**src/design/acc_pkg.sv**
```systemverilog
// package for the converter control block: register map, fields, timing
// assumes an apb master with 32-bit data and one aligned word per register
package acc_pkg;

  // register byte offsets
  localparam logic [7:0] OFF_CLOCK_CONFIG    = 8'h00;
  localparam logic [7:0] OFF_TRIGGER_COMPARE = 8'h04;
  localparam logic [7:0] OFF_CHANNEL_CONV    = 8'h08;
  localparam logic [7:0] OFF_RESULT_HIGH     = 8'h0c;
  localparam logic [7:0] OFF_RESULT_LOW      = 8'h10;
  localparam logic [7:0] OFF_COMPARE_HIGH    = 8'h14;
  localparam logic [7:0] OFF_COMPARE_LOW     = 8'h18;
  localparam logic [7:0] OFF_PIN_CTRL_LOW    = 8'h1c;
  localparam logic [7:0] OFF_PIN_CTRL_HIGH   = 8'h20;

  // reset values
  localparam logic [7:0] RST_CLOCK_CONFIG    = 8'h00;
  localparam logic [7:0] RST_TRIGGER_COMPARE = 8'h00;
  localparam logic [7:0] RST_CHANNEL_CONV    = 8'h1f;
  localparam logic [7:0] RST_BYTE            = 8'h00;

  // clock config fields
  localparam int CFG_LOW_POWER    = 7;
  localparam int CFG_DIV_HI       = 6;
  localparam int CFG_DIV_LO       = 5;
  localparam int CFG_LONG_SAMPLE  = 4;
  localparam int CFG_MODE_HI      = 3;
  localparam int CFG_MODE_LO      = 2;
  localparam int CFG_ICLK_HI      = 1;
  localparam int CFG_ICLK_LO      = 0;

  // trigger/compare fields
  localparam int TC_ACTIVE        = 7;
  localparam int TC_HW_TRIGGER    = 6;
  localparam int TC_CMP_ENABLE    = 5;
  localparam int TC_CMP_DIR       = 4;
  localparam int TC_RSVD_HI       = 1;
  localparam int TC_RSVD_LO       = 0;

  // channel/conversion fields
  localparam int CC_DONE          = 7;
  localparam int CC_IRQ_EN        = 6;
  localparam int CC_CONTINUOUS    = 5;
  localparam int CC_CHAN_HI       = 4;
  localparam int CC_CHAN_LO       = 0;

  // resolution codes
  localparam logic [1:0] MODE_8BIT  = 2'b00;
  localparam logic [1:0] MODE_12BIT = 2'b01;
  localparam logic [1:0] MODE_10BIT = 2'b10;

  // input clock sources
  localparam logic [1:0] ICLK_BUS      = 2'b00;
  localparam logic [1:0] ICLK_BUS_DIV2 = 2'b01;
  localparam logic [1:0] ICLK_ALT      = 2'b10;
  localparam logic [1:0] ICLK_ASYNC    = 2'b11;

  // sample window in half conversion clock cycles: 3.5 and 23.5 cycles
  localparam logic [5:0] SAMPLE_SHORT_HALF = 6'h07;
  localparam logic [5:0] SAMPLE_LONG_HALF  = 6'h2f;

  // approximation steps per resolution
  localparam logic [3:0] STEPS_8  = 4'h8;
  localparam logic [3:0] STEPS_10 = 4'ha;

  localparam logic [9:0] FULL_10 = 10'h3ff;
  localparam logic [9:0] FULL_8  = 10'h0ff;
  localparam logic [9:0] ZERO    = 10'h000;

  localparam int NUM_PINS = 16;
  localparam logic [4:0] CHAN_OFF = 5'h1f;

  typedef enum logic [1:0] {
    ACC_IDLE   = 2'b00,
    ACC_SAMPLE = 2'b01,
    ACC_CONVERT = 2'b10
  } acc_state_e;

endpackage

```
**src/design/acc_adc_control.sv**
```systemverilog
// converter control: apb registers, sequencer, compare, result guard
// assumes the analog front end presents a signed over/under indication and a
// digitised level each conversion clock; inputs synchronous to core_clk
`timescale 1ns/1ps

// Functional notes
// - entering stop1 or stop2 disables the converter automatically
// - after deep stop all registers hold reset values; software reconfigures
// - config bit 7 selects low power, lowering max conversion clock
// - config bits 6:5 divide input clock; 00 is divide by one
// - config bit 4 selects long sample time when set
// - sampling lasts 3.5 conversion clocks short, 23.5 long
// - config bits 3:2 select resolution; 10 means 10-bit
// - config bits 1:0 select input clock; 00 is bus clock
// - trigger/compare bit 7 reads one while converting
// - trigger/compare bit 6 picks software (0) or hardware trigger (1)
// - bit 5 enables compare, bit 4 direction, threshold in compare pair
// - trigger/compare bits 3:2 read zero; software writes zero to 1:0
// - channel bit 7 done flag set by hardware, writes ignored
// - channel bit 6 enables interrupt, asserted while done flag set
// - channel bit 5 continuous; clear means one conversion per trigger
// - channel bits 4:0 select input channel
// - high byte read first; result held until low byte read
// - pin control bit set disables digital pin buffer and pullup
// - input at or above high reference gives full scale; at or below low gives zero
// - compare: direction set flags result >= value, clear flags result < value
module acc_adc_control (
  input  wire logic        core_clk,
  input  wire logic        rst,
  input  wire logic        deep_stop,
  input  wire logic        alt_clk_tick,
  input  wire logic        async_clk_tick,
  input  wire logic        hw_trigger,
  input  wire logic        at_or_above_high_reference,
  input  wire logic        at_or_below_low_reference,
  input  wire logic        compare_bit_above,
  input  wire logic [31:0] paddr,
  input  wire logic        psel,
  input  wire logic        penable,
  input  wire logic        pwrite,
  input  wire logic [31:0] pwdata,
  input  wire logic [3:0]  pstrb,
  output logic      [31:0] prdata,
  output logic             pready,
  output logic             pslverr,
  output logic             conversion_irq,
  output logic      [4:0]  active_channel,
  output logic             sample_switch_on,
  output logic      [9:0]  dac_trial_code,
  output logic             low_power_select,
  output logic [15:0]      pin_digital_disable
);

  logic [7:0]  clock_config_reg;
  logic [7:0]  trigger_compare_reg;
  logic [7:0]  channel_conv_reg;
  logic [9:0]  result_reg;
  logic [9:0]  compare_value_reg;
  logic [15:0] pin_ctrl_reg;
  logic        done_reg;
  logic        hold_reg;
  logic        hw_trig_prev_reg;
  logic        convert_pending_reg;
  logic [2:0]  div_cnt_reg;
  logic        bus_half_reg;
  logic [5:0]  sample_cnt_reg;
  logic [3:0]  step_cnt_reg;
  logic [9:0]  sar_reg;
  logic [9:0]  trial_bit_reg;
  acc_pkg::acc_state_e state_reg;

  logic        wr_en;
  logic        rd_en;
  logic        src_tick;
  logic        conv_clk_tick;
  logic        half_tick;
  logic [5:0]  sample_step;
  logic [2:0]  div_limit;
  logic        is_10bit;
  logic [3:0]  steps;
  logic        sw_start;
  logic        hw_start;
  logic        start;
  logic        finish;
  logic [9:0]  final_code;
  logic [9:0]  cmp_diff;
  logic        cmp_true;
  logic        do_transfer;
  logic        stop_conv;
  logic        clr;
  logic [7:0]  wbyte;

  // deep stop clears everything as a reset would
  assign clr   = rst | deep_stop;
  assign wr_en = psel & penable & pwrite;
  assign rd_en = psel & penable & ~pwrite;
  assign wbyte = pstrb[0] ? pwdata[7:0] : 8'h00;
  assign pready  = 1'b1;
  assign pslverr = 1'b0;

  // ---------- registers ----------
  always_ff @(posedge core_clk) begin
    if (clr) begin
      clock_config_reg <= acc_pkg::RST_CLOCK_CONFIG;
    end else if (wr_en && pstrb[0] && paddr[7:0] == acc_pkg::OFF_CLOCK_CONFIG) begin
      clock_config_reg <= pwdata[7:0];
    end
  end

  always_ff @(posedge core_clk) begin
    if (clr) begin
      trigger_compare_reg <= acc_pkg::RST_TRIGGER_COMPARE;
    end else if (wr_en && pstrb[0] && paddr[7:0] == acc_pkg::OFF_TRIGGER_COMPARE) begin
      // only bits 6:4 store; 3:2 unimplemented, 1:0 reserved
      trigger_compare_reg <= {1'b0, pwdata[6:4], 4'h0};
    end
  end

  always_ff @(posedge core_clk) begin
    if (clr) begin
      channel_conv_reg <= acc_pkg::RST_CHANNEL_CONV;
    end else if (wr_en && pstrb[0] && paddr[7:0] == acc_pkg::OFF_CHANNEL_CONV) begin
      channel_conv_reg <= {1'b0, pwdata[6:0]};
    end
  end

  always_ff @(posedge core_clk) begin
    if (clr) begin
      compare_value_reg <= {2'b00, acc_pkg::RST_BYTE};
    end else if (wr_en && paddr[7:0] == acc_pkg::OFF_COMPARE_HIGH) begin
      compare_value_reg[9:8] <= wbyte[1:0];
    end else if (wr_en && paddr[7:0] == acc_pkg::OFF_COMPARE_LOW) begin
      compare_value_reg[7:0] <= wbyte;
    end
  end

  always_ff @(posedge core_clk) begin
    if (clr) begin
      pin_ctrl_reg <= {acc_pkg::RST_BYTE, acc_pkg::RST_BYTE};
    end else if (wr_en && paddr[7:0] == acc_pkg::OFF_PIN_CTRL_LOW) begin
      pin_ctrl_reg[7:0] <= wbyte;
    end else if (wr_en && paddr[7:0] == acc_pkg::OFF_PIN_CTRL_HIGH) begin
      pin_ctrl_reg[15:8] <= wbyte;
    end
  end

  // one pin disable per control bit
  genvar gi;
  generate
    for (gi = 0; gi < acc_pkg::NUM_PINS; gi++) begin : g_pin
      assign pin_digital_disable[gi] = pin_ctrl_reg[gi];
    end
  endgenerate

  // ---------- read mux ----------
  always_comb begin
    prdata = 32'h0000_0000;
    if (rd_en) begin
      unique case (paddr[7:0])
        acc_pkg::OFF_CLOCK_CONFIG:    prdata[7:0] = clock_config_reg;
        acc_pkg::OFF_TRIGGER_COMPARE:
          prdata[7:0] = {state_reg != acc_pkg::ACC_IDLE || convert_pending_reg,
                         trigger_compare_reg[6:4], 4'h0};
        acc_pkg::OFF_CHANNEL_CONV:    prdata[7:0] = {done_reg, channel_conv_reg[6:0]};
        acc_pkg::OFF_RESULT_HIGH:     prdata[7:0] = {6'h00, result_reg[9:8]};
        acc_pkg::OFF_RESULT_LOW:      prdata[7:0] = result_reg[7:0];
        acc_pkg::OFF_COMPARE_HIGH:    prdata[7:0] = {6'h00, compare_value_reg[9:8]};
        acc_pkg::OFF_COMPARE_LOW:     prdata[7:0] = compare_value_reg[7:0];
        acc_pkg::OFF_PIN_CTRL_LOW:    prdata[7:0] = pin_ctrl_reg[7:0];
        acc_pkg::OFF_PIN_CTRL_HIGH:   prdata[7:0] = pin_ctrl_reg[15:8];
        default:                      prdata = 32'h0000_0000;
      endcase
    end
  end

  // ---------- conversion clock ----------
  always_comb begin
    unique case (clock_config_reg[acc_pkg::CFG_ICLK_HI:acc_pkg::CFG_ICLK_LO])
      acc_pkg::ICLK_BUS:      src_tick = 1'b1;
      acc_pkg::ICLK_BUS_DIV2: src_tick = bus_half_reg;
      acc_pkg::ICLK_ALT:      src_tick = alt_clk_tick;
      acc_pkg::ICLK_ASYNC:    src_tick = async_clk_tick;
    endcase
  end

  // divide ratio 1,2,4,8 as terminal count
  always_comb begin
    unique case (clock_config_reg[acc_pkg::CFG_DIV_HI:acc_pkg::CFG_DIV_LO])
      2'b00: div_limit = 3'h0;
      2'b01: div_limit = 3'h1;
      2'b10: div_limit = 3'h3;
      2'b11: div_limit = 3'h7;
    endcase
  end

  always_ff @(posedge core_clk) begin
    if (clr) begin
      bus_half_reg <= 1'b0;
    end else begin
      bus_half_reg <= ~bus_half_reg;
    end
  end

  always_ff @(posedge core_clk) begin
    if (clr || state_reg == acc_pkg::ACC_IDLE) begin
      div_cnt_reg <= 3'h0;
    end else if (src_tick) begin
      div_cnt_reg <= (div_cnt_reg >= div_limit) ? 3'h0 : div_cnt_reg + 3'h1;
    end
  end

  assign conv_clk_tick = src_tick && div_cnt_reg >= div_limit;

  // half period marks; an undivided clock counts two halves per tick
  assign half_tick   = conv_clk_tick
                       || (src_tick && div_limit != 3'h0 && div_cnt_reg == (div_limit >> 1));
  assign sample_step = (div_limit == 3'h0) ? 6'h02 : 6'h01;

  assign low_power_select = clock_config_reg[acc_pkg::CFG_LOW_POWER];

  // ---------- triggers ----------
  assign sw_start = ~trigger_compare_reg[acc_pkg::TC_HW_TRIGGER] && wr_en && pstrb[0]
                    && paddr[7:0] == acc_pkg::OFF_CHANNEL_CONV
                    && pwdata[4:0] != acc_pkg::CHAN_OFF;
  assign hw_start = trigger_compare_reg[acc_pkg::TC_HW_TRIGGER]
                    && hw_trigger && ~hw_trig_prev_reg;

  always_ff @(posedge core_clk) begin
    if (clr) begin
      hw_trig_prev_reg <= 1'b0;
    end else begin
      hw_trig_prev_reg <= hw_trigger;
    end
  end

  // channel write aborts a running conversion unless a start is pending; a result finishing that cycle still transfers
  assign stop_conv = wr_en && pstrb[0] && paddr[7:0] == acc_pkg::OFF_CHANNEL_CONV;

  always_ff @(posedge core_clk) begin
    if (clr) begin
      convert_pending_reg <= 1'b0;
    end else begin
      convert_pending_reg <= sw_start | hw_start;
    end
  end

  assign start = convert_pending_reg;

  // ---------- sequencer ----------
  assign is_10bit = clock_config_reg[acc_pkg::CFG_MODE_HI:acc_pkg::CFG_MODE_LO]
                    == acc_pkg::MODE_10BIT;
  assign steps    = is_10bit ? acc_pkg::STEPS_10 : acc_pkg::STEPS_8;
  assign finish   = state_reg == acc_pkg::ACC_CONVERT && conv_clk_tick && step_cnt_reg == 4'h1;

  always_ff @(posedge core_clk) begin
    if (clr) begin
      state_reg      <= acc_pkg::ACC_IDLE;
      sample_cnt_reg <= 6'h00;
      step_cnt_reg   <= 4'h0;
      sar_reg        <= 10'h000;
      trial_bit_reg  <= 10'h000;
    end else if (stop_conv && !start) begin
      state_reg <= acc_pkg::ACC_IDLE;
    end else begin
      unique case (state_reg)
        acc_pkg::ACC_IDLE: begin
          if (start) begin
            state_reg      <= acc_pkg::ACC_SAMPLE;
            sample_cnt_reg <= clock_config_reg[acc_pkg::CFG_LONG_SAMPLE]
                              ? acc_pkg::SAMPLE_LONG_HALF
                              : acc_pkg::SAMPLE_SHORT_HALF;
          end
        end
        acc_pkg::ACC_SAMPLE: begin
          // count down half conversion clocks
          if (half_tick) begin
            if (sample_cnt_reg <= sample_step) begin
              state_reg     <= acc_pkg::ACC_CONVERT;
              step_cnt_reg  <= steps;
              sar_reg       <= 10'h000;
              trial_bit_reg <= is_10bit ? 10'h200 : 10'h080;
            end else begin
              sample_cnt_reg <= sample_cnt_reg - sample_step;
            end
          end
        end
        acc_pkg::ACC_CONVERT: begin
          if (conv_clk_tick) begin
            if (compare_bit_above) begin
              sar_reg <= sar_reg | trial_bit_reg;
            end
            trial_bit_reg <= trial_bit_reg >> 1;
            step_cnt_reg  <= step_cnt_reg - 4'h1;
            if (step_cnt_reg == 4'h1) begin
              if (channel_conv_reg[acc_pkg::CC_CONTINUOUS]) begin
                state_reg      <= acc_pkg::ACC_SAMPLE;
                sample_cnt_reg <= clock_config_reg[acc_pkg::CFG_LONG_SAMPLE]
                                  ? acc_pkg::SAMPLE_LONG_HALF
                                  : acc_pkg::SAMPLE_SHORT_HALF;
              end else begin
                state_reg <= acc_pkg::ACC_IDLE;
              end
            end
          end
        end
        default: state_reg <= acc_pkg::ACC_IDLE;
      endcase
    end
  end

  assign active_channel   = channel_conv_reg[acc_pkg::CC_CHAN_HI:acc_pkg::CC_CHAN_LO];
  assign sample_switch_on = state_reg == acc_pkg::ACC_SAMPLE;
  assign dac_trial_code   = sar_reg | trial_bit_reg;

  // ---------- result, clamp, compare ----------
  always_comb begin
    final_code = sar_reg | (compare_bit_above ? trial_bit_reg : 10'h000);
    if (at_or_above_high_reference) begin
      final_code = is_10bit ? acc_pkg::FULL_10 : acc_pkg::FULL_8;
    end else if (at_or_below_low_reference) begin
      final_code = acc_pkg::ZERO;
    end
  end

  assign cmp_diff = final_code - compare_value_reg;
  assign cmp_true = trigger_compare_reg[acc_pkg::TC_CMP_DIR]
                    ? (final_code >= compare_value_reg)
                    : (final_code < compare_value_reg);
  assign do_transfer = finish && !hold_reg
                       && (!trigger_compare_reg[acc_pkg::TC_CMP_ENABLE] || cmp_true);

  always_ff @(posedge core_clk) begin
    if (clr) begin
      result_reg <= 10'h000;
    end else if (do_transfer) begin
      result_reg <= trigger_compare_reg[acc_pkg::TC_CMP_ENABLE] ? cmp_diff : final_code;
    end
  end

  // high-byte read locks result until low-byte read
  always_ff @(posedge core_clk) begin
    if (clr) begin
      hold_reg <= 1'b0;
    end else if (rd_en && paddr[7:0] == acc_pkg::OFF_RESULT_LOW) begin
      hold_reg <= 1'b0;
    end else if (rd_en && paddr[7:0] == acc_pkg::OFF_RESULT_HIGH) begin
      hold_reg <= 1'b1;
    end
  end

  // done flag: set wins over clear
  always_ff @(posedge core_clk) begin
    if (clr) begin
      done_reg <= 1'b0;
    end else if (do_transfer) begin
      done_reg <= 1'b1;
    end else if (stop_conv || (rd_en && paddr[7:0] == acc_pkg::OFF_RESULT_LOW)) begin
      done_reg <= 1'b0;
    end
  end

  assign conversion_irq = done_reg & channel_conv_reg[acc_pkg::CC_IRQ_EN];

endmodule

```
**config.mk**
```make
export PLATFORM = sky130hd
export DESIGN_NAME = acc_adc_control
export DESIGN_NICKNAME = d
export VERILOG_FILES = /design/src/design/acc_pkg.sv /design/src/design/acc_adc_control.sv
export SDC_FILE = /design/constraint.sdc
export NUM_CORES = 1
export LEC_CHECK = 0
export ABC_AREA = 1
export ABC_CLOCK_PERIOD_IN_PS = 2400
export BUFFER_PORTS_ARGS = -buffer_cell sky130_fd_sc_hd__buf_2
export CORE_MARGIN = 2
export CORE_UTILIZATION = 49
export CTS_CLUSTER_DIAMETER = 100
export DETAILED_ROUTE_END_ITERATION = 10
export GPL_TIMING_DRIVEN = 0
export HOLD_SLACK_MARGIN = 0.02
export PLACE_DENSITY = 0.79
export REMOVE_ABC_BUFFERS = 1
export SLEW_MARGIN = 20
export SYNTH_ARGS = -nofsm -noshare
export SYNTH_HDL_FRONTEND = slang
export SYNTH_SLANG_ARGS = --single-unit
```
**constraint.sdc**
```tcl
create_clock -name core_clk -period 2.4 [get_ports core_clk]
set_input_delay 0.36 -clock core_clk [delete_from_list [all_inputs] [get_ports core_clk]]
set_output_delay 0.36 -clock core_clk [all_outputs]
set_load 0.01 [all_outputs]
```
# --- Word level (Yosys, flattened, before mapping) ---
# Index checks and enable logic that the tools add are counted.
word_totals:
  regBits: 94
  latchBits: 0
  ramBits: 0
  romBits: 0
  in_bits: 80
  out_inout_bits: 68
  word_cells: 165
  n_memories: 0
op_classes:
  n_addsub: 4
  mul: 0
  n_div: 0
  order_cmp: 4
  eq_ne: 28
  n_shift: 0
  n_mux: 45
  bitwise_logic: 15
  reduce_logical: 50
ops:
  columns: ["op", "count"]
  rows:
  - ["2-to-1 mux 10 bit", 13]
  - ["one-hot mux 8 bit (9 select lines)", 1]
  - ["2-to-1 mux 6 bit", 7]
  - ["one-hot mux 10 bit (2 select lines)", 2]
  - ["== test 8 x 5 -> 1 bit, second input constant", 4]
  - ["logical AND 1 bit", 24]
  - ["OR 10 bit", 2]
  - ["one-hot mux 6 bit (3 select lines)", 1]
  - ["== test 8 x 4 -> 1 bit, second input constant", 2]
  - ["2-to-1 mux 8 bit", 2]
  - ["2-to-1 mux 2 bit", 7]
  - ["== test 2 bit, second input constant", 6]
  - ["2-to-1 mux 4 bit", 3]
  - ["one-hot mux 3 bit (4 select lines)", 1]
  - [">= comparator 10 bit", 1]
  - ["less-than comparator 10 bit", 1]
  - ["!= test 2 bit, second input constant", 5]
  - ["AND reduction 5 bit", 2]
  - ["subtractor 10 bit", 1]
  - ["== test 8 x 3 -> 1 bit, second input constant", 1]
  - ["== test 8 x 6 -> 1 bit, second input constant", 1]
  - ["zero test 8 bit", 1]
  - ["one-hot mux 4 bit (2 select lines)", 1]
  - ["AND reduction 8 bit", 1]
  - ["26 further kinds", 56]

# --- Longest topological paths before layout ---
depth:
  ltp_word: 9
  mapped_depth: 19
  mapped_depth_nobuf: 18

# --- Least setup slack after synthesis ---
# Ideal clock, no wire load.
synth_path:
  path_kind: "in2reg"
  start: "input compare_bit_above"
  end: "register result_reg[5]"
  arrival_time_ns: 2.193
  required_time_ns: 2.285
  slack_ns: 0.092
  path_stages: 16
  cell_sequence: "clkbuf_1 > nand2_1 > nand2_1 > a21oi_1 > ha_1 > inv_1 > fa_1 > nand3_1 > nand4_1 > nand2_1 > inv_1 > nand2_1 > buf_2 > nand3_1 > nand2_1 > nor2_1"
synth_between:
  elab_chain_cells: 8
  elab_cells_between_ends: 11
  cone_classes: "add/sub: 1; order compare: 2; mux: 5; bitwise: 1; reduce/logical: 2"
synth_rtl:
  columns: ["item", "line_no", "source"]
  rows:
  - ["from (decl)", "acc_adc_control.sv:36", "input wire logic compare_bit_above,"]
  - ["2-to-1 mux 10 bit (*)", "acc_adc_control.sv:317", "final_code = sar_reg | (compare_bit_above ? trial_bit_reg : 10'h000);"]
  - ["OR 10 bit (*)", "acc_adc_control.sv:317", null]
  - ["2-to-1 mux 10 bit (*)", "acc_adc_control.sv:320", "end else if (at_or_below_low_reference) begin"]
  - ["2-to-1 mux 10 bit (*)", "acc_adc_control.sv:318", "if (at_or_above_high_reference) begin"]
  - ["less-than comparator 10 bit / >= comparator 10 bit (equally long branches)", "acc_adc_control.sv:328, acc_adc_control.sv:327", null]
  - ["2-to-1 mux 1 bit", "acc_adc_control.sv:327", "? (final_code >= compare_value_reg)"]
  - ["logical OR 1 bit", "acc_adc_control.sv:330", "&& (!trigger_compare_reg[acc_pkg::TC_CMP_ENABLE] || cmp_true);"]
  - ["logical AND 1 bit", "acc_adc_control.sv:330", null]
  - ["to (signal assigned)", "acc_adc_control.sv:336", "result_reg <= trigger_compare_reg[acc_pkg::TC_CMP_ENABLE] ? cmp_diff : final_code;"]
  - ["to (decl)", "acc_adc_control.sv:57", "logic [9:0] result_reg;"]
# Every way passes the cells marked *; elsewhere a longest branch is shown, timed or not.
# A chain may end at the register's enable or synchronous reset.

# --- Worst setup path in the final report ---
layout_path:
  start: "register clock_config_reg[6]"
  end: "register trial_bit_reg[4]"
layout_between:
  elab_chain_cells: 8
  elab_cells_between_ends: 19
  cone_classes: "order compare: 2; eq/ne: 7; mux: 2; reduce/logical: 8"
layout_rtl:
  columns: ["item", "line_no", "source"]
  rows:
  - ["from (decl)", "acc_adc_control.sv:54", "logic [7:0] clock_config_reg;"]
  - ["from (signal assigned)", "acc_adc_control.sv:104", "clock_config_reg <= acc_pkg::RST_CLOCK_CONFIG;"]
  - ["from (signal assigned)", "acc_adc_control.sv:106", "clock_config_reg <= pwdata[7:0];"]
  - ["== test 2 bit, or another cell as far along", "acc_adc_control.sv:188", "unique case (clock_config_reg[acc_pkg::CFG_DIV_HI:acc_pkg::CFG_DIV_LO])"]
  - ["one-hot mux 3 bit (4 select lines) (*)", "acc_adc_control.sv:188", null]
  - ["branches (longest 5 deep; another with less-or-equal comparator 6 x 2 -> 1 bit)", null, null]
  - ["AND reduction 5 bit (no source line) (*)", null, null]
  - ["to (signal assigned)", "acc_adc_control.sv:281", "trial_bit_reg <= is_10bit ? 10'h200 : 10'h080;"]
  - ["to (signal assigned)", "acc_adc_control.sv:292", "trial_bit_reg <= trial_bit_reg >> 1;"]
  - ["to (decl)", "acc_adc_control.sv:69", "logic [9:0] trial_bit_reg;"]
# Every way passes the cells marked *.

==> impl_metrics.json <==
{
  "fmax_ghz": 0.420,
  "cts.sinks": 94,
  "hold_path_class": "in2reg",
  "setup_ws_ns": 0.0178,
  "first_pass_iters": 5,
  "clk-insertion-delay-late_ns": 0.35,
  "die_x_microns": 114,
  "routedWlPerCell_microns": 15.5,
  "crit_family": "simple AND/OR/NAND/NOR gates",
  "drive_above_1_share": 0.182,
  "rsz0062_at_grt": "yes",
  "placed_area_sq_um": 6240,
  "async_flop_share": 0,
  "io_buffers": 70,
  "yosys-top-cells-area": "dfxtp_1 (32%), nand2_1 (14%), inv_1 (8.6%)",
  "slew_violations": 0,
  "crit_buf_inv": 3,
  "dr.max_layer_used": "met4",
  "syn_avg_cell_area_sq_um": 6.46,
  "crit_fanout": 12,
  "cts_tree": "built",
  "powerDensity_nw_per_um2": 487,
  "antenna_found_initial": 0,
  "total_power_uw": 3380,
  "largest_reg_flops": 16,
  "drt-initial-drc-count": 429,
  "finalSetupViolations": 0,
  "synthDominantCellAreaShare": 0.316,
  "stdcell_area_sq_um": 6950,
  "synth_ff_type": "dfxtp_1",
  "synthSimpleGateAreaFrac": 0.301,
  "post-place-ws_ns": -0.655,
  "synthTopCellsByCount": "nand2_1 (223), inv_1 (136), dfxtp_1 (94)",
  "slowest_stage": "dfxtp_4",
  "cpMostUsedCell": "nor2_4",
  "die_h_microns": 114,
  "dpl.cell_count": 1104,
  "wl_microns": 17600,
  "diodes": 0,
  "ant_nets": 0,
  "grt_pass1_vias": 5504,
  "fin_crit_ns": 2.38,
  "yosys.area_share.adder": 0.0551,
  "die_area_sq_um": 13000,
  "synthXorXnorAreaFrac": 0.0118,
  "fin_crit_sh": 0.993,
  "vias": 6239,
  "synth-edff-count": 0,
  "syn_inst": 920,
  "stdcell_count": 1138,
  "cts.clk_slew.worst_paths_ns": 0.08,
  "synth_area_leader_cell": "dfxtp_1",
  "tightest_slew_ns": 0.861,
  "cp-end-kind": "register",
  "hpwl_microns": 12400,
  "wl_met3_microns": 1310,
  "crit_type": "reg2reg",
  "fin_skew_ns": 0.0122,
  "drc": 0,
  "cts-buffers-inserted": 9,
  "core-area_sq_um": 11900,
  "htree_levels": 3,
  "start_util": 0.499,
  "viasPerCell": 5.48,
  "vdd_drop_max_mv": 0.387,
  "crit_required_ns": 2.65,
  "synth_top_family_by_area": "simple AND/OR/NAND/NOR gates",
  "yosysUniqueCellTypes": 44,
  "ys_seq_area_frac": 0.316,
  "area_growth_pct": 16.9,
  "place_congestion": 0.926,
  "root_buffer": "clkbuf_16",
  "status": "completed",
  "utilization": 0.584,
  "critPathLaunchType": "register",
  "drv_cap": 0,
  "synth.most_common_cell": "nand2_1",
  "synth_seq_cells": 94,
  "yosysWarnings": 0,
  "synth-compound-area-share": 0.160,
  "p_leak_uw": 0.00315,
  "relSlewSlack": 0.425,
  "num_io_pins": 148,
  "cts.path.max_buffers": 2,
  "met1Wirelength_microns": 7270,
  "grt_max_degree": 37,
  "overflow": 0,
  "worstPathArrival_ns": 2.63,
  "grt_pass1_wl_microns": 27100,
  "grt_usage": 0.261,
  "core.rowCount": 40,
  "fin_nets": 1091,
  "crit_chain": "nor2_4, inv_2, ha_1, fa_2, inv_2, nand2_1, nand3_1, nand2_2, o21a_1, nand3_4, nor2_4, buf_12, o21ai_1, nor2_4",
  "muxShareOfSynthArea": 0.00168,
  "wl_met2_microns": 8220,
  "syn_area_sq_um": 5950,
  "slowest_delay_ns": 0.38,
  "hold_violations": 0,
  "cts_hold_buffers": 0
}
-- where the power goes --
group	switching [uW]	internal (uW)	total (uW)	leakage, uW
logic	187	85.7	273	0.00223
clock network	707	845	1550	0.000159
registers	0.832	1560	1560	0.000759
total	895	2490	3380	0.00315
-- final cells by class --
| type | instances | area (sq um) |
|---|---|---|
| Tap cell | 147 | 184 |
| Fill cell | 1089 | 4960 |
| Timing Repair Buffer | 87 | 523 |
| Multi-Input combinational cell | 649 | 3490 |
| Inverter | 145 | 547 |
| Clock inverter | 7 | 97.6 |
| Clock buffer | 9 | 225 |
| Sequential cell | 94 | 1890 |
-- worst reg2reg max path, stage by stage, from the launching register on --
cell and delay [ns]:
dfxtp_4 0.38, nor2_4 0.13, inv_2 0.07, ha_1 0.21, fa_2 0.35, inv_2 0.07, nand2_1 0.06, nand3_1 0.09
nand2_2 0.10, o21a_1 0.20, nand3_4 0.15, nor2_4 0.06, buf_12 0.15, o21ai_1 0.23, nor2_4 0.05
-- metal layers --
metal	track usage	vias up
met5	0	-
met4	0.128	0
met3	0.0328	63
met2	0.433	305
met1	0.337	2865
li1	-	3006
-- cells in the final DEF (no fill, tap or decap), drive strengths merged, types with 23 or more instances in the layout --
cell | synthesis | final
nand3 | 54 | 54
o21ai | 70 | 70
nand2 | 229 | 230
a21oi | 83 | 83
inv | 144 | 148
dfxtp | 94 | 94
buf | 42 | 87
nor2 | 96 | 97
conb | 2 | 26
ha | 23 | 23
-- cell families after synthesis --
| group | count (synthesis) |
|---|---|
| compound gates | 176 |
| xor+xnor | 8 |
| fa+ha+maj | 25 |
| buf+inv | 203 |
| flops | 94 |
| mux | 1 |
| other cells | 2 |
| simple gates | 411 |
-- repair_timing --
item / 4_1_cts / 5_1_grt
gates cloned: 1 / 1
setup buffers: 3 / 13
setup endpoints to repair: 41 / 42
pin swaps: 2 / 14
gates resized for setup: 18 / 43
-- stage by stage --
stage / setup TNS [ns] / hold WS (ns)
2_1_floorplan: -26.28 / 0.414
3_3_place_gp: -185.20 / 0.426
3_5_place_dp: -15.61 / 0.431
4_1_cts: 0 / 0.239
5_1_grt: -0.711 / 0.258
6_report: 0 / 0.240
-- path summary, 6_finish.rpt --
check	end	slack, ns	depth (start not counted)	from
min	hw_trig_prev_reg	0.24	3	hw_trigger
max reg2reg	trial_bit_reg[4]	0.02	14	clock_config_reg[6]
max	trial_bit_reg[4]	0.02	14	clock_config_reg[6]
min reg2reg	bus_half_reg	0.44	1	bus_half_reg
(Power assumes the default switching activity.)
